<file path="config.mk">
export PLATFORM = sky130hd
export DESIGN_NAME = pmbus_page_onoff
export DESIGN_NICKNAME = d
export VERILOG_FILES = /design/src/rtl/pmbus_cmd_pkg.sv /design/src/rtl/nv_settings_mem.sv /design/src/rtl/pmbus_page_onoff.sv
export SDC_FILE = /design/constraint.sdc
export NUM_CORES = 1
export LEC_CHECK = 0
export BUFFER_PORTS_ARGS = -buffer_cell sky130_fd_sc_hd__clkbuf_2
export CAP_MARGIN = 15
export CORE_ASPECT_RATIO = 1.4
export CORE_MARGIN = 1
export CORE_UTILIZATION = 60
export CTS_CLUSTER_SIZE = 20
export DETAILED_ROUTE_END_ITERATION = 8
export PLACE_DENSITY_LB_ADDON = 0.12
export SETUP_SLACK_MARGIN = 0.1
export SYNTH_ARGS = -nofsm -noshare
export SYNTH_HDL_FRONTEND = slang
export SYNTH_SLANG_ARGS = --single-unit
</file>
<file path="constraint.sdc">
create_clock -name clk -period 9.1 [get_ports clk]
set_input_delay 1.82 -clock clk [delete_from_list [all_inputs] [get_ports clk]]
set_output_delay 1.82 -clock clk [all_outputs]
set_load 0.005 [all_outputs]
</file>
<file path="src/rtl/pmbus_cmd_pkg.sv">
// constants of the paged on/off and store command handler
// How it works
// [RL1] after a page write, commands go to rail 0, rail 1, or both
// [RL2] page byte is read/write, resets to 0, never write protected
// [RL3] run bits 7:6 decode immediate off, soft off, on; reads give state
// [RL4] margin bits 5:4 decode nominal, low, high; applied only with margin pin open
// [RL5] unlisted run/margin combinations raise a command error flag
// [RL6] start bits 4:2: always, enable only, command only, both
// [RL7] config bit 1 picks enable polarity, 0 low, 1 high
// [RL8] config bit 0 picks ramp-down or immediate off on enable turn-off
// [RL9] start config resets to 17h
// [RL10] clear-faults with no data clears all fault bits and releases the alert
// [RL11] still-present faults set again at once; shut rails stay shut
// [RL12] store-default copies settings to the default store, busy 20 ms
// [RL13] host empties or extends the default store by command sequence (here no command empties or extends it; it holds four fixed bytes)
// [RL14] restore-default loads the default store, then security level 1
// [RL15] power-up loads default store, then user store overrides (here userValid_q resets to 0, so only the default store loads)
// [RL16] store-user copies settings to the user store, busy 20 ms
// [RL17] host empties or extends the user store by command sequence (here no command empties or extends it; it holds four fixed bytes)
// [RL18] host avoids store and restore while rails run
// [RL19] restore-factory returns settings to built-in values
// [RL20] restore-user loads user store, security level 1, also at power-up (power-up here never loads the user store)
// [RL21] while a store or restore runs, commands are not acknowledged
package pmbus_cmd_pkg;
  localparam logic [7:0] CODE_PAGE          = 8'h00;
  localparam logic [7:0] CODE_RUN_MARGIN    = 8'h01;
  localparam logic [7:0] CODE_START_CFG     = 8'h02;
  localparam logic [7:0] CODE_CLEAR_FAULTS  = 8'h03;
  localparam logic [7:0] CODE_STORE_DEFAULT = 8'h11;
  localparam logic [7:0] CODE_RESTORE_DEF   = 8'h12;
  localparam logic [7:0] CODE_STORE_USER    = 8'h15;
  localparam logic [7:0] CODE_RESTORE_USER  = 8'h16;
  localparam logic [7:0] CODE_FAULT_STATUS  = 8'h78;
  localparam logic [7:0] CODE_SECURITY      = 8'hFA;
  localparam logic [7:0] CODE_RESTORE_FACT  = 8'hF4;

  localparam logic [7:0] PAGE_RAIL0 = 8'h00;
  localparam logic [7:0] PAGE_RAIL1 = 8'h01;
  localparam logic [7:0] PAGE_BOTH  = 8'hFF;

  localparam logic [7:0] RST_PAGE      = 8'h00;
  localparam logic [7:0] RST_RUN_MARGIN = 8'h00;
  localparam logic [7:0] RST_START_CFG = 8'h17;
  localparam logic [7:0] RST_SECURITY  = 8'h01;
  localparam logic [7:0] SECURITY_ONE  = 8'h01;

  localparam logic [1:0] RUN_IMM_OFF  = 2'h0;
  localparam logic [1:0] RUN_SOFT_OFF = 2'h1;
  localparam logic [1:0] RUN_ON       = 2'h2;
  localparam logic [1:0] MGN_NOMINAL  = 2'h0;
  localparam logic [1:0] MGN_LOW      = 2'h1;
  localparam logic [1:0] MGN_HIGH     = 2'h2;
  localparam logic [2:0] START_ALWAYS = 3'h0;
  localparam logic [2:0] START_ENABLE = 3'h5;
  localparam logic [2:0] START_CMD    = 3'h6;
  localparam logic [2:0] START_BOTH   = 3'h7;
  localparam int         CFG_POL_BIT  = 1;
  localparam int         CFG_IMM_BIT  = 0;

  localparam int         FAULT_BITS     = 7;
  localparam int         CML_BIT        = 0;
  localparam int         SHUTDOWN_FAULT = 0;

  localparam logic       STORE_DEFAULT = 1'b0;
  localparam logic       STORE_USER    = 1'b1;

  localparam int CLK_HZ         = 40_000_000;
  localparam int NV_BUSY_MS     = 20;
  localparam int NV_BUSY_CYCLES = CLK_HZ / 1000 * NV_BUSY_MS;

  typedef enum logic [4:0] {
    NV_IDLE  = 5'b00001,
    NV_READ  = 5'b00010,
    NV_COPY  = 5'b00100,
    NV_WRITE = 5'b01000,
    NV_WAIT  = 5'b10000
  } nv_state_t;
endpackage : pmbus_cmd_pkg

</file>
<file path="src/rtl/nv_settings_mem.sv">
// nonvolatile settings stores: default and user, four bytes each
`timescale 1ns/1ps
module nv_settings_mem
  import pmbus_cmd_pkg::*;
(
  input  wire logic       clk,
  input  wire logic       sys_rst,
  input  wire logic       wrEn,
  input  wire logic [2:0] addr,
  input  wire logic [7:0] wrData,
  output logic      [7:0] rdData
);
  logic [7:0] mem_q [8];

  always_ff @(posedge clk or posedge sys_rst)
  begin
    if (sys_rst)
    begin
      for (int i = 0; i < 8; i++)
        mem_q[i] <= (i % 4 >= 2) ? RST_START_CFG : RST_RUN_MARGIN;
      rdData <= 8'h00;
    end
    else
    begin
      if (wrEn)
        mem_q[addr] <= wrData;
      rdData <= mem_q[addr];
    end
  end
endmodule : nv_settings_mem

</file>
<file path="src/rtl/pmbus_page_onoff.sv">
// paged on/off, fault clearing and store/restore command handler
`timescale 1ns/1ps
module pmbus_page_onoff
  import pmbus_cmd_pkg::*;
#(
  parameter int BUSY_CYCLES = NV_BUSY_CYCLES
)
(
  input  wire logic                  clk,
  input  wire logic                  sys_rst,
  input  wire logic                  cmdValid,
  input  wire logic                  cmdWrite,
  input  wire logic                  cmdNoData,
  input  wire logic [7:0]            cmdCode,
  input  wire logic [7:0]            cmdData,
  output logic                       cmdReady,
  output logic                       rspValid,
  output logic [7:0]                 rspData,
  input  wire logic                  enablePin,
  input  wire logic                  marginSelectOpen,
  input  wire logic [FAULT_BITS-1:0] faultCond0,
  input  wire logic [FAULT_BITS-1:0] faultCond1,
  output logic [1:0]                 railRun,
  output logic [1:0]                 railRampDown,
  output logic [1:0]                 railMarginLow,
  output logic [1:0]                 railMarginHigh,
  output logic                       alertOutput
);
  ////////////////////////////////////////////////////////////////
  // pin synchronisers
  localparam int SW = 2 + 2 * FAULT_BITS;
  logic [SW-1:0] pinSync1_q;
  logic [SW-1:0] pinSync_q;
  always_ff @(posedge clk or posedge sys_rst)
  begin
    if (sys_rst)
    begin
      pinSync1_q <= '0;
      pinSync_q  <= '0;
    end
    else
    begin
      pinSync1_q <= {faultCond1, faultCond0, marginSelectOpen, enablePin};
      pinSync_q  <= pinSync1_q;
    end
  end
  wire                  enSync   = pinSync_q[0];
  wire                  mgnOpen  = pinSync_q[1];
  wire [FAULT_BITS-1:0] cond [2];
  assign cond[0] = pinSync_q[2 +: FAULT_BITS];
  assign cond[1] = pinSync_q[2 + FAULT_BITS +: FAULT_BITS];

  ////////////////////////////////////////////////////////////////
  // state and command decode
  nv_state_t  nvState_q;
  logic [7:0] page_q;
  logic [7:0] runMargin_q [2];
  logic [7:0] startCfg_q [2];
  logic [7:0] faultStat_q [2];
  logic [1:0] shutdown_q;
  logic [7:0] security_q;
  logic [1:0] nvIdx_q;
  logic       nvStore_q;
  logic       chainUser_q;
  logic       userValid_q;
  logic [31:0] busyCnt_q;
  logic       nvRestore_q;
  logic [1:0] runReq;
  logic [1:0] stateBits [2];

  wire busy   = nvState_q != NV_IDLE;
  assign cmdReady = !busy; // see [RL21]
  wire take   = cmdValid && !busy; // see [RL21]
  wire wrTake = take && cmdWrite;
  wire [1:0] pageHit = (page_q == PAGE_BOTH) ? 2'b11 : (page_q == PAGE_RAIL1) ? 2'b10 : 2'b01; // see [RL1]
  wire pageOk = cmdData == PAGE_RAIL0 || cmdData == PAGE_RAIL1 || cmdData == PAGE_BOTH;
  wire opOk   = cmdData[3:0] == 4'h0 && (cmdData[7:6] == RUN_ON ? cmdData[5:4] != 2'h3
                : cmdData[7:6] != 2'h3 && cmdData[5:4] == MGN_NOMINAL);
  wire wrPage   = wrTake && cmdCode == CODE_PAGE && !cmdNoData;
  wire wrOp     = wrTake && cmdCode == CODE_RUN_MARGIN && !cmdNoData;
  wire wrCfg    = wrTake && cmdCode == CODE_START_CFG && !cmdNoData;
  wire clrAll   = wrTake && cmdCode == CODE_CLEAR_FAULTS && cmdNoData; // see [RL10]
  wire factory  = wrTake && cmdCode == CODE_RESTORE_FACT && cmdNoData; // see [RL19]
  wire stDef    = wrTake && cmdCode == CODE_STORE_DEFAULT && cmdNoData;
  wire stUser   = wrTake && cmdCode == CODE_STORE_USER && cmdNoData;
  wire rsDef    = wrTake && cmdCode == CODE_RESTORE_DEF && cmdNoData;
  wire rsUser   = wrTake && cmdCode == CODE_RESTORE_USER && cmdNoData;
  wire known    = wrPage || wrOp || wrCfg || clrAll || factory || stDef || stUser || rsDef || rsUser;
  wire cmlErr   = (wrTake && !known) || (wrPage && !pageOk) || (wrOp && !opOk); // see [RL5]

  ////////////////////////////////////////////////////////////////
  // store/restore engine
  wire       memWr   = nvState_q == NV_WRITE;
  wire [2:0] memAddr = {nvStore_q, nvIdx_q};
  wire [7:0] memWrData = nvIdx_q[1] ? startCfg_q[nvIdx_q[0]] : runMargin_q[nvIdx_q[0]];
  wire [7:0] memRdData;
  wire       loadByte = nvState_q == NV_COPY;
  wire       waitDone = nvState_q == NV_WAIT && busyCnt_q == 32'(BUSY_CYCLES - 1);
  wire       nvRestoreEnd = waitDone && nvRestore_q;

  nv_settings_mem u_mem (
    .clk    (clk),
    .sys_rst(sys_rst),
    .wrEn   (memWr),
    .addr   (memAddr),
    .wrData (memWrData),
    .rdData (memRdData)
  );

  always_ff @(posedge clk or posedge sys_rst)
  begin
    if (sys_rst)
    begin
      nvState_q   <= NV_READ; // see [RL15]
      nvStore_q   <= STORE_DEFAULT;
      chainUser_q <= 1'b1;
      nvRestore_q <= 1'b1;
      nvIdx_q     <= 2'h0;
      busyCnt_q   <= '0;
      userValid_q <= 1'b0;
    end
    else
    begin
      unique case (nvState_q)
        NV_IDLE:
        begin
          busyCnt_q <= '0;
          nvIdx_q   <= 2'h0;
          if (stDef || stUser) // see [RL12] see [RL16]
          begin
            nvState_q   <= NV_WRITE;
            nvStore_q   <= stUser ? STORE_USER : STORE_DEFAULT;
            nvRestore_q <= 1'b0;
          end
          else if (rsDef || rsUser) // see [RL14] see [RL20]
          begin
            nvState_q   <= NV_READ;
            nvStore_q   <= rsUser ? STORE_USER : STORE_DEFAULT;
            nvRestore_q <= 1'b1;
            chainUser_q <= 1'b0;
          end
        end
        NV_READ:  nvState_q <= NV_COPY;
        NV_COPY:
        begin
          nvIdx_q   <= nvIdx_q + 2'h1;
          nvState_q <= (nvIdx_q == 2'h3) ? NV_WAIT : NV_READ;
        end
        NV_WRITE:
        begin
          nvIdx_q <= nvIdx_q + 2'h1;
          if (nvIdx_q == 2'h3)
          begin
            nvState_q <= NV_WAIT;
            if (nvStore_q == STORE_USER)
              userValid_q <= 1'b1;
          end
        end
        NV_WAIT:
        begin
          busyCnt_q <= busyCnt_q + 32'h1;
          if (waitDone)
          begin
            busyCnt_q <= '0;
            if (chainUser_q && userValid_q) // see [RL15]
            begin
              nvState_q <= NV_READ;
              nvStore_q <= STORE_USER;
            end
            else
              nvState_q <= NV_IDLE;
            chainUser_q <= 1'b0;
          end
        end
      endcase
    end
  end

  ////////////////////////////////////////////////////////////////
  // settings, faults, security
  always_ff @(posedge clk or posedge sys_rst)
  begin
    if (sys_rst)
    begin
      page_q      <= RST_PAGE;
      security_q  <= RST_SECURITY;
      for (int p = 0; p < 2; p++)
      begin
        runMargin_q[p] <= RST_RUN_MARGIN;
        startCfg_q[p]  <= RST_START_CFG; // see [RL9]
        faultStat_q[p] <= 8'h00;
      end
      shutdown_q <= 2'b00;
    end
    else
    begin
      if (wrPage && pageOk)
        page_q <= cmdData; // see [RL2]
      if (nvRestoreEnd)
        security_q <= SECURITY_ONE; // see [RL14] see [RL20]
      for (int p = 0; p < 2; p++)
      begin
        if (factory)
        begin
          runMargin_q[p] <= RST_RUN_MARGIN; // see [RL19]
          startCfg_q[p]  <= RST_START_CFG;
        end
        if (wrOp && opOk && pageHit[p])
          runMargin_q[p] <= cmdData; // see [RL1]
        if (wrCfg && pageHit[p])
          startCfg_q[p] <= cmdData;
        if (loadByte && nvIdx_q[0] == p[0])
        begin
          if (nvIdx_q[1])
            startCfg_q[p] <= memRdData;
          else
            runMargin_q[p] <= memRdData;
        end
        // set wins over clear; live faults reassert at once
        faultStat_q[p] <= (clrAll ? 8'h00 : faultStat_q[p])
                          | {cond[p], (cmlErr && pageHit[p])}; // see [RL10] see [RL11]
        if (cond[p][SHUTDOWN_FAULT])
          shutdown_q[p] <= 1'b1; // see [RL11]
        else if (!railRun[p] && !runReq[p])
          shutdown_q[p] <= 1'b0;
      end
    end
  end
  assign alertOutput = |{faultStat_q[0], faultStat_q[1]}; // see [RL10]

  ////////////////////////////////////////////////////////////////
  // per-rail start decision
  generate
    for (genvar p = 0; p < 2; p++)
    begin : g_rail
      wire [2:0] src   = startCfg_q[p][4:2];
      wire       enAct = enSync == startCfg_q[p][CFG_POL_BIT]; // see [RL7]
      wire       opOn  = runMargin_q[p][7:6] == RUN_ON;
      assign runReq[p] = (src == START_ALWAYS) || (src == START_ENABLE && enAct)
                       || (src == START_CMD && opOn) || (src == START_BOTH && enAct && opOn); // see [RL6]
      wire enOff = (src == START_ENABLE || src == START_BOTH) && !enAct;
      assign railRun[p] = runReq[p] && !shutdown_q[p] && !busy;
      // off by enable follows config bit 0, otherwise the commanded style
      assign railRampDown[p] = !railRun[p] && (enOff ? !startCfg_q[p][CFG_IMM_BIT]
                               : runMargin_q[p][7:6] == RUN_SOFT_OFF); // see [RL8] see [RL3]
      assign railMarginLow[p]  = railRun[p] && mgnOpen && runMargin_q[p][5:4] == MGN_LOW; // see [RL4]
      assign railMarginHigh[p] = railRun[p] && mgnOpen && runMargin_q[p][5:4] == MGN_HIGH; // see [RL4]
      assign stateBits[p] = railRun[p] ? RUN_ON
                          : (runMargin_q[p][7:6] == RUN_SOFT_OFF ? RUN_SOFT_OFF : RUN_IMM_OFF); // see [RL3]
    end
  endgenerate

  ////////////////////////////////////////////////////////////////
  // read answer
  wire       rd  = take && !cmdWrite;
  wire       sel = pageHit == 2'b10;
  wire [7:0] rdMux = (cmdCode == CODE_PAGE)         ? page_q
                   : (cmdCode == CODE_RUN_MARGIN)   ? {stateBits[sel], runMargin_q[sel][5:0]}
                   : (cmdCode == CODE_START_CFG)    ? startCfg_q[sel]
                   : (cmdCode == CODE_FAULT_STATUS) ? faultStat_q[sel]
                   : (cmdCode == CODE_SECURITY)     ? security_q
                   : 8'h00;
  always_ff @(posedge clk or posedge sys_rst)
  begin
    if (sys_rst)
    begin
      rspValid <= 1'b0;
      rspData  <= 8'h00;
    end
    else
    begin
      rspValid <= take;
      rspData  <= rd ? rdMux : 8'h00;
    end
  end

  ////////////////////////////////////////////////////////////////
  // checks
  page_both_a: assert property (@(posedge clk) disable iff (sys_rst)
    (wrOp && opOk && page_q == PAGE_BOTH) |=> runMargin_q[0] == runMargin_q[1]) // see [RL1]
    else $error("both-page write missed a rail");
  page_write_a: assert property (@(posedge clk) disable iff (sys_rst)
    (wrPage && pageOk) |=> page_q == $past(cmdData)) // see [RL2]
    else $error("page byte not stored");
  op_read_a: assert property (@(posedge clk) disable iff (sys_rst)
    (rd && cmdCode == CODE_RUN_MARGIN && railRun[sel]) |=> rspData[7:6] == RUN_ON) // see [RL3]
    else $error("run state read wrong");
  margin_pin_a: assert property (@(posedge clk) disable iff (sys_rst)
    !mgnOpen |-> railMarginLow == 2'b00 && railMarginHigh == 2'b00) // see [RL4]
    else $error("margin applied with pin strapped");
  cml_flag_a: assert property (@(posedge clk) disable iff (sys_rst)
    (wrOp && !opOk && pageHit[0]) |=> faultStat_q[0][CML_BIT]) // see [RL5]
    else $error("bad operation value not flagged");
  enable_pol_a: assert property (@(posedge clk) disable iff (sys_rst || busy)
    (startCfg_q[0][4:2] == START_ENABLE && !shutdown_q[0]) |-> railRun[0] == (enSync == startCfg_q[0][1])) // see [RL6]
    else $error("enable polarity wrong");
  clear_fault_a: assert property (@(posedge clk) disable iff (sys_rst)
    (clrAll && cond[0] == '0 && cond[1] == '0) |=> !alertOutput) // see [RL10]
    else $error("alert not released");
  shut_hold_a: assert property (@(posedge clk) disable iff (sys_rst)
    (clrAll && shutdown_q[0] && runReq[0]) |=> !railRun[0]) // see [RL11]
    else $error("clear restarted a shut rail");
  busy_nack_a: assert property (@(posedge clk) disable iff (sys_rst)
    (stDef || stUser) |=> !cmdReady [*8]) // see [RL12] see [RL16] see [RL21]
    else $error("store not busy");
  restore_sec_a: assert property (@(posedge clk) disable iff (sys_rst)
    nvRestoreEnd |=> security_q == SECURITY_ONE) // see [RL14]
    else $error("security level not set");
  cover_store_c:   cover property (@(posedge clk) disable iff (sys_rst) stUser);
  cover_restore_c: cover property (@(posedge clk) disable iff (sys_rst) rsDef ##[1:1000] nvRestoreEnd);
  cover_clear_c:   cover property (@(posedge clk) disable iff (sys_rst) alertOutput ##1 clrAll);
  cover_margin_c:  cover property (@(posedge clk) disable iff (sys_rst) railMarginHigh[1]);
endmodule : pmbus_page_onoff

</file>
==> impl_metrics.yaml, run 1 <==
detailed_routing:
  avgViaCountPerCell: 6.58
  detailedRoute.firstIterationViolations: 642
  route.vias.total: 7959
  ant_nets: 0
  routedWlPerCell_um: 21.8
  detail_route.first_pass.iterations: 5
  drc_errors: 0
  finalWirelength_um: 26400
power:
  worst_ir_drop_vdd_uv: 137
  internal_power_mw: 1.56
  pwr_density_cell_mw_per_mm2: 171
  p_leak_nw: 4.95
  netSwitchingPower_uw: 412
  design_power_total_mw: 1.98
  power.clock.fraction_pct: 49.5
  swShare_pct: 20.9
  seq_power_share_pct: 48.5
  combPwrFrac_pct: 2.1
global_routing:
  grt_pass1_wl_um: 42400
  grt-busiest-layer: "met2"
  grt_use_total_pct: 30.9
  grt_start_max_net_pins: 92
  first_global_vias: 7942
  grt_util_met3_pct: 4.47
  grt_antenna_before_repair: 0
  gr-total-overflow: 0
  global_route.usage.met1_pct: 38.5
  use_met2_pct: 51.9
cells_and_area:
  post_route_cells_drive_above_1_share_pct: 24.9
  finish.net_count: 1030
  syn2layout_area_growth_pct: 11.8
  diodes: 0
  layout.filler_cells: 1271
die:
  die_width_um: 113
  floorplan.io_pins: 56
  dieHeight_um: 157
  placement_rows: 56
  die_outline_area_mm2: 0.0178
  core_area_mm2: 0.0168
  initial_core_util_pct: 61.5
yosys:
  post-synth-top-area-cell: "sky130_fd_sc_hd__dfrtp_1"
  avgSynthCellArea_um2: 10.9
  synthesis.yosys.warnings: 0
  post_synth_instance_area_mm2: 0.0103
  synth.cells.most_frequent: "sky130_fd_sc_hd__dfrtp_1 (187), sky130_fd_sc_hd__nand2_1 (94), sky130_fd_sc_hd__mux2_2 (86)"
  synth_nets: 984
  yosys_register_bits: 213
  netlist_instances: 945
  share_of_synthesized_area_occupied_by_flip_flops_and_latches_pct: 51.9
  async_reset_ff_share_pct: 100
  synth_flop_cell: "sky130_fd_sc_hd__dfrtp_1"
  area_share_of_the_leading_cell_type_in_the_synthesized_netlist_pct: 45.3
  ys_top_cells_by_area: "sky130_fd_sc_hd__dfrtp_1 (45%), sky130_fd_sc_hd__mux2_2 (9.4%), sky130_fd_sc_hd__dfstp_2 (6.6%)"
  synth_cell_types: 72
  synth.most_common_cell: "sky130_fd_sc_hd__dfrtp_1"
  synth_edf_count: 0
worst_setup_path:
  cp-start-kind: "register"
  worst_path_max_fanout: 8
  worstSetupEndpointType: "output port"
  critPathKind: "reg -> out"
  timing.critical_path.arrival_ns: 2.93
  crit_required_ns: 7.28
sta:
  setup_ws_ns: 4.35
  tns_ns: 0
  skew_ns: 0.0105
  maxSlewViolCount: 0
  timing.final.setup_violations: 0
  period_needed_ns: 4.75
  setup_repair_after_global_routing_missed_its_margin: "no"
  fmax_mhz: 211
  timing.slew.headroom_pct: 21.7
  fin_worst_hold_slack_ns: 0.350
  period_share_pct: 52.2
  tightestPinTransition_ns: 1.17
  hold_viol_final: 0
clock_tree:
  clock_latency_late_sink_ns: 0.50
  cts-buffers-inserted: 22
  cts.repair.resized: 0
  clk_path_buf_depth: 3
  tritoncts_num_sinks: 213
  tritoncts: "yes"
  cts.hold.buffers_added: 0
  ctsRootBufferMaster: "sky130_fd_sc_hd__clkbuf_16"
  postCtsSetupBuffers: 0
  clk_transition_reported_paths_ns: 0.06
  htreeDepth: 1
placement:
  port-buffer-count: 55
  post-place-ws_ns: 4.87
  detailedPlacementHpwl_um: 18300
  gp_routability_congestion: 0.990
hold_path:
  worst_hold_check_path_type: "reg -> reg"
flow_run:
  maxCapViolations: 0
status:
  status: "complete, no violations"
-- final timing paths --
| path | startpoint | cells after the start | endpoint | slack [ns] |
|---|---|---|---|---|
| setup / recovery | nvState_q[2] | 5 | railMarginLow[1] | 4.35 |
| hold / removal | pinSync1_q[6] | 0 | pinSync_q[6] | 0.35 |
| setup reg to reg | page_q[3] | 5 | rspData[0] | 5.97 |
| hold reg to reg | pinSync1_q[6] | 0 | pinSync_q[6] | 0.35 |
| max in group asynchronous | sys_rst | 3 | u_mem.mem_q[46] | 6.40 |
| min in group asynchronous | sys_rst | 2 | pinSync1_q[8] | 1.42 |
-- power groups by stage --
| stage | sequential, mW | combinational (mW) | clock (mW) |
|---|---|---|---|
| after detailed placement | 0.975 | 0.0421 | 0 |
| after CTS | 0.958 | 0.0423 | 0.988 |
| after global routing | 0.957 | 0.0467 | 1.02 |
| after global placement | 0.975 | 0.0416 | 0 |
| final | 0.957 | 0.0410 | 0.978 |
| after floorplan | 0.974 | 0.0213 | 0 |
-- metal layers --
| metal | vias up | share of wire (%) |
|---|---|---|
| met5 | - | 0 |
| met4 | 0 | 5.0 |
| met3 | 78 | 6.3 |
| met2 | 323 | 49 |
| met1 | 3927 | 39 |
| li1 | 3631 | - |
-- flip-flops by register name, summed over array words and instances, names as in the netlist, 2 cells and up --
name / cells
faultStat_q: 16
g_rail.src: 6
runMargin_q: 16
startCfg_q: 10
page_q: 8
nvIdx_q: 2
pinSync1_q: 16
nvState_q: 5
rspData: 8
u_mem.rdData: 8
pinSync_q: 16
u_mem.mem_q: 64
shutdown_q: 2
busyCnt_q: 32
-- worst max-delay path, stage by stage (launching register included) --
cell                        delay (ns)
sky130_fd_sc_hd__dfrtp_1          0.45
sky130_fd_sc_hd__or3_1            0.48
sky130_fd_sc_hd__a2111oi_0        0.91
sky130_fd_sc_hd__and2_1           0.29
sky130_fd_sc_hd__and4b_1          0.20
sky130_fd_sc_hd__clkbuf_2         0.10
-- kinds of logic (layout without fill, tap and decap cells) --
| group | count (synthesis) | count (layout) | share of synthesized area, % |
|---|---|---|---|
| buffers and inverters | 53 | 115 | 2.12 |
| AOI/OAI and AO/OA | 188 | 188 | 12.5 |
| DFF | 213 | 213 | 51.9 |
| and+or+nand+nor | 361 | 361 | 18.3 |
| muxes | 109 | 109 | 13.3 |
| xor gates and xnor gates | 19 | 19 | 1.61 |
| adders and majority gates | 2 | 2 | 0.242 |
-- final cells by class --
type                       count  area, µm²  share of cell area (%)
clock buffer                  28        624                    5.40
clock inverter                12        168                    1.45
multi-input combinational    679       4760                    41.1
tap                          203        254                    2.20
inverter                      10       45.0                   0.390
timing repair buffer          65        350                    3.03
sequential                   213       5360                    46.4
-- placed cells by master (no fill, tap or decap), drive strengths merged, types with 5 or more instances in the layout --
cell type,Yosys,final
dfstp,26,26
nor2,71,71
dfrtp,187,187
a31oi,18,18
a22oi,6,6
nor2b,6,6
a22o,8,8
xnor2,15,15
a21oi,27,27
nand3,35,35
mux2i,9,9
and2,7,7
clkbuf,33,83
nand4,19,19
a21o,20,20
or4,8,8
inv,10,10
buf,10,10
or2,7,7
o211ai,5,5
clkinv,0,5
mux2,86,86
a311oi,5,5
or3,15,15
nor3,27,27
o21ai,38,38
mux4,14,14
nor4,19,19
nand2,94,94
o31ai,18,18
nand3b,8,8
nand2b,10,10
and4b,6,6
and3,5,5
nor3b,10,10
-- metrics by stage --
| step | utilization, % | area [µm²] | instances |
|---|---|---|---|
| final | 68.7 | 11600 | 1210 |
| after global placement | 64.0 | 10800 | 1170 |
| after floorplan | - | 10300 | 945 |
| after CTS | 68.7 | 11600 | 1210 |
| after detailed placement | 64.0 | 10800 | 1170 |
| after global routing | 68.7 | 11600 | 1210 |
Note: power is estimated with default switching activity, not from simulation.
==> run 2: changes to the inputs <==
CORE_UTILIZATION = 55   (was 60)
clock period = 4.05 ns   (was 9.1 ns; I/O delays follow)
==> run 2 against run 1 <==
Sequential power up 120%. Flip-flop and latch count is the same. Cell count increased by 4.1%. Combinational power is 140% higher. Largest cell class unchanged.
==> impl_metrics.yaml, run 2 (synthesized netlist as in run 1, its figures left out) <==
detailed_routing:
  finalWirelength_um: 27200
  avgViaCountPerCell: 6.38
  detailedRoute.firstIterationViolations: 780
  drc_errors: 0
  route.vias.total: 8036
  ant_nets: 0
  detail_route.first_pass.iterations: 5
  routedWlPerCell_um: 21.6
worst_setup_path:
  crit_chain: "or3_1, a2111oi_0, and2_1, and4b_1, clkbuf_2"
  crit-reg2reg-launch: "nvIdx_q[1]"
  cp_slowest_cell: "sky130_fd_sc_hd__a2111oi_0"
  crit_required_ns: 3.24
  critPathKind: "reg -> out"
  timing.rr.end: "u_mem.mem_q[14]"
  timing.critical_path.arrival_ns: 2.80
  reg2reg_setup_slack_ns: 1.28
  critical_path.startpoint: "nvState_q[3]"
  rr_worst_depth: 4
  worst_path_max_fanout: 8
  worstSetupEndpointType: "output port"
  cp-start-kind: "register"
  critPathMaxStageDelay_ns: 0.75
die:
  core_area_mm2: 0.0185
  die_width_um: 118
  initial_core_util_pct: 55.8
  die_outline_area_mm2: 0.0194
  placement_rows: 59
  dieHeight_um: 164
  floorplan.io_pins: 56
cells_and_area:
  finish.net_count: 1039
  diodes: 0
  layout_top_registers: "u_mem.mem_q x64, busyCnt_q x32"
  largest_register_ffs: 64
  largest-register: "u_mem.mem_q"
  post_route_cells_drive_above_1_share_pct: 24.9
  layout.filler_cells: 1529
  finish.utilization_pct: 62.5
  mostFrequentLayoutCell: "sky130_fd_sc_hd__dfrtp_1"
  syn2layout_area_growth_pct: 12.0
  mostFrequentLayoutCells: "sky130_fd_sc_hd__dfrtp_1 (187), sky130_fd_sc_hd__nand2_1 (94), sky130_fd_sc_hd__mux2_2 (86)"
hold_path:
  hold_path_end: "pinSync_q[10]"
  worst_hold_check_path_type: "reg -> reg"
  hp-start: "pinSync1_q[10]"
  hold_path_depth: 0
clock_tree:
  clk_transition_reported_paths_ns: 0.06
  htreeDepth: 1
  tritoncts: "yes"
  ctsRootBufferMaster: "sky130_fd_sc_hd__clkbuf_16"
  cts-buffers-inserted: 22
  clk_path_buf_depth: 3
  clock_latency_late_sink_ns: 0.51
  tritoncts_num_sinks: 213
  cts.hold.buffers_added: 0
  postCtsSetupBuffers: 0
  cts.repair.resized: 0
sta:
  fmax_mhz: 277
  setup_repair_after_global_routing_missed_its_margin: "no"
  hold_viol_final: 0
  tns_ns: 0
  period_share_pct: 89.1
  timing.slew.headroom_pct: 26.1
  skew_ns: 0.0128
  timing.final.setup_violations: 0
  period_needed_ns: 3.61
  tightestPinTransition_ns: 1.10
  maxSlewViolCount: 0
power:
  pwr_density_cell_mw_per_mm2: 359
  seq_power_share_pct: 51.8
  combPwrFrac_pct: 2.3
  swShare_pct: 21.6
  internal_power_mw: 3.25
  worst_ir_drop_vdd_uv: 260
  netSwitchingPower_uw: 897
  power.clock.fraction_pct: 45.8
  p_leak_nw: 4.93
global_routing:
  grt_antenna_before_repair: 0
  grt_use_total_pct: 29.0
  grt_pass1_wl_um: 43600
  first_global_vias: 7953
  gr-total-overflow: 0
  grt_start_max_net_pins: 85
placement:
  port-buffer-count: 55
  detailedPlacementHpwl_um: 19400
  gp_routability_congestion: 0.980
flow_run:
  maxCapViolations: 0
status:
  status: "complete, no violations"
run 2: changes by cell type in the layout (fill, tap and decap cells not counted):
cell                        previous run  this run
sky130_fd_sc_hd__buf_4                10        17
sky130_fd_sc_hd__clkbuf_1              2         9
sky130_fd_sc_hd__bufinv_16             4         0
sky130_fd_sc_hd__buf_12                0         2
sky130_fd_sc_hd__clkbuf_8              3         2
sky130_fd_sc_hd__clkinv_2              5         4
sky130_fd_sc_hd__inv_8                 1         0
run 2: how the worst max path moves through the flow:
stage | end | slack, ns
after floorplan | busyCnt_q[0] | 0.49
after global placement | railMarginHigh[0] | 1.11
after detailed placement | railMarginLow[1] | 1.02
after CTS | railMarginLow[1] | 0.48
after global routing | railMarginLow[1] | 0.26
final | railMarginLow[1] | 0.44
run 2: per-layer routing:
metal	share of wire, %	global-route usage, %
met1	40	36.1
met2	49	48.9
met3	5.1	3.82
met4	5.8	16.4
met5	0	0
run 2: final cells by class:
cell class | instances | area, µm² | area share (%)
flip-flops and latches | 213 | 5360 | 46.3
well taps | 244 | 305 | 2.64
multi-input cells | 679 | 4760 | 41.1
inverters | 10 | 41.3 | 0.357
clock buffers | 34 | 637 | 5.50
repair buffers | 74 | 443 | 3.82
clock inverters | 6 | 35.0 | 0.303
run 2: power groups by stage:
stage,Sequential [mW],Combinational (mW),Clock [mW]
6_report,2.15,0.0970,1.90
3_3_place_gp,2.19,0.0982,0
4_1_cts,2.15,0.0996,1.94
3_5_place_dp,2.19,0.0993,0
2_1_floorplan,2.19,0.0483,0
5_1_grt,2.15,0.111,2.03
run 2: critical path, delay by kind of cell (launching register included):
family / cells / cell delay (ns)
AOI/OAI and AO/OA: 1 / 0.75
buffers and inverters: 1 / 0.11
DFF: 1 / 0.46
and+or+nand+nor: 3 / 0.98
run 2: through the flow:
stage | cells | power, mW | instance area, µm² | hold slack, ns | setup WS, ns
floorplan | 945 | 2.24 | 10300 | 0.331 | 0.491
global placement | 1220 | 2.29 | 10900 | 0.333 | 1.11
detailed placement | 1220 | 2.29 | 10900 | 0.336 | 1.02
CTS | 1260 | 4.19 | 11600 | 0.351 | 0.476
global route | 1260 | 4.29 | 11600 | 0.357 | 0.255
finish | 1260 | 4.15 | 11600 | 0.348 | 0.441
==> run 3: changes to the inputs <==
CORE_UTILIZATION = 60   (was 55)
clock period = 4.2 ns   (was 4.05 ns; I/O delays follow)
==> run 3 against run 2 <==
Via count barely moved. First-iteration DRC count fell by 18%. Cell count fell by 3.6%. Total power fell by 1.7%. Worst hold slack got worse by 0.00061 ns. Worst setup slack improved by 0.24 ns. Sequential power fell by 3%. Die area fell by 8.2%. Largest cell class unchanged.
==> impl_metrics.yaml, run 3 (synthesized netlist as in run 1, its figures left out) <==
status:
  status: "complete, no violations"
die:
  placement_rows: 56
  dieHeight_um: 157
  die_width_um: 113
  initial_core_util_pct: 61.5
  core_area_mm2: 0.0168
  die_outline_area_mm2: 0.0178
  floorplan.io_pins: 56
flow_run:
  maxCapViolations: 0
cells_and_area:
  post_route_cells_drive_above_1_share_pct: 24.5
  final_design_area_excluding_fillers_mm2: 0.0115
  mostFrequentLayoutCell: "sky130_fd_sc_hd__dfrtp_1"
  syn2layout_area_growth_pct: 11.5
  finish.net_count: 1035
  largest_register_ffs: 64
  mostFrequentLayoutCells: "sky130_fd_sc_hd__dfrtp_1 (187), sky130_fd_sc_hd__nand2_1 (94), sky130_fd_sc_hd__mux2_2 (86)"
  layout_top_registers: "u_mem.mem_q x64, busyCnt_q x32"
  largest-register: "u_mem.mem_q"
  diodes: 0
clock_tree:
  cts.repair.resized: 0
  cts-buffers-inserted: 22
  clk_transition_reported_paths_ns: 0.06
  clk_path_buf_depth: 3
  clock_latency_late_sink_ns: 0.51
  htreeDepth: 1
  postCtsSetupBuffers: 0
  tritoncts: "yes"
  tritoncts_num_sinks: 213
  ctsRootBufferMaster: "sky130_fd_sc_hd__clkbuf_16"
  cts.hold.buffers_added: 0
detailed_routing:
  routedWlPerCell_um: 21.6
  ant_nets: 0
  detailedRoute.firstIterationViolations: 639
  drc_errors: 0
  route.vias.total: 8043
  finalWirelength_um: 26300
  detail_route.first_pass.iterations: 5
  avgViaCountPerCell: 6.62
sta:
  period_share_pct: 83.8
  maxSlewViolCount: 0
  tns_ns: 0
  tightestPinTransition_ns: 1.23
  setup_repair_after_global_routing_missed_its_margin: "no"
  fin_worst_hold_slack_ns: 0.347
  skew_ns: 0.0152
  hold_viol_final: 0
  fmax_mhz: 284
  period_needed_ns: 3.52
  timing.slew.headroom_pct: 18.3
  timing.final.setup_violations: 0
power:
  worst_ir_drop_vdd_uv: 326
  design_power_total_mw: 4.08
  pwr_density_cell_mw_per_mm2: 354
  p_leak_nw: 4.93
placement:
  detailedPlacementHpwl_um: 18300
  dpl-instance-area_mm2: 0.0108
  gp_routability_congestion: 0.959
  port-buffer-count: 55
worst_setup_path:
  crit_required_ns: 3.36
  worstSetupEndpointType: "output port"
  cp-start-kind: "register"
  worst_path_max_fanout: 8
  critical_path_buf_inv_count: 1
  crit_chain: "or3_1, a2111oi_0, and2_0, and4b_1, clkbuf_2"
  timing.critical_path.arrival_ns: 2.68
  cp_slowest_cell: "sky130_fd_sc_hd__a2111oi_0"
  critPathMaxStageDelay_ns: 0.55
  cpLargestDelayFamily: "simple AND/OR/NAND/NOR gates"
  critPathKind: "reg -> out"
global_routing:
  grt_start_max_net_pins: 214
  grt_use_total_pct: 30.8
  grt_antenna_before_repair: 0
  gr-total-overflow: 0
  first_global_vias: 7891
  grt_pass1_wl_um: 42300
hold_path:
  worst_hold_check_path_type: "reg -> reg"
## run 3: power by group
| part | internal (mW) | leakage (nW) | switching [mW] | total, mW |
|---|---|---|---|---|
| registers | 2.07 | 2.71 | 0.00636 | 2.08 |
| logic | 0.0209 | 1.88 | 0.0681 | 0.0891 |
| clock network | 1.13 | 0.341 | 0.788 | 1.92 |
## run 3: final cells by class
type | instances | area, µm²
Sequential cell | 213 | 5360
Clock buffer | 36 | 654
Tap cell | 203 | 254
Inverter | 10 | 41.3
Clock inverter | 4 | 53.8
Fill cell | 1309 | 5290
Timing Repair Buffer | 70 | 400
Multi-Input combinational cell | 679 | 4760
## run 3: final timing paths
kind	slack, ns	startpoint	cells after the start	end
min in group asynchronous	0.56	sys_rst	3	u_mem.mem_q[25]
worst max register to register	1.41	page_q[3]	5	rspData[5]
worst max-delay path	0.68	nvState_q[2]	5	railMarginLow[0]
worst min register to register	0.35	pinSync1_q[6]	0	pinSync_q[6]
max in group asynchronous	2.66	sys_rst	3	page_q[7]
worst min-delay path	0.35	pinSync1_q[6]	0	pinSync_q[6]
## run 3: worst reg2reg max path: cells and delay by family, from the launching register on
kind | cells | cell delay, ns
AOI/OAI and AO/OA | 2 | 0.65
DFF | 1 | 0.45
and+or+nand+nor | 3 | 1.63
## run 3: metal layers
metal | vias up | wire length [µm] | track usage [%]
li1 | 3627 | - | -
met5 | - | 0 | 0
met2 | 331 | 13100 | 51.9
met3 | 101 | 1550 | 3.47
met4 | 0 | 1550 | 16.9
met1 | 3984 | 10100 | 39.0
## run 3: through the flow
stage	utilization, %	setup slack, ns	cells
2_1_floorplan	-	0.611	945
3_3_place_gp	64.3	1.16	1175
3_5_place_dp	64.3	1.05	1175
4_1_cts	68.5	0.713	1215
5_1_grt	68.5	0.453	1215
6_report	68.5	0.682	1215
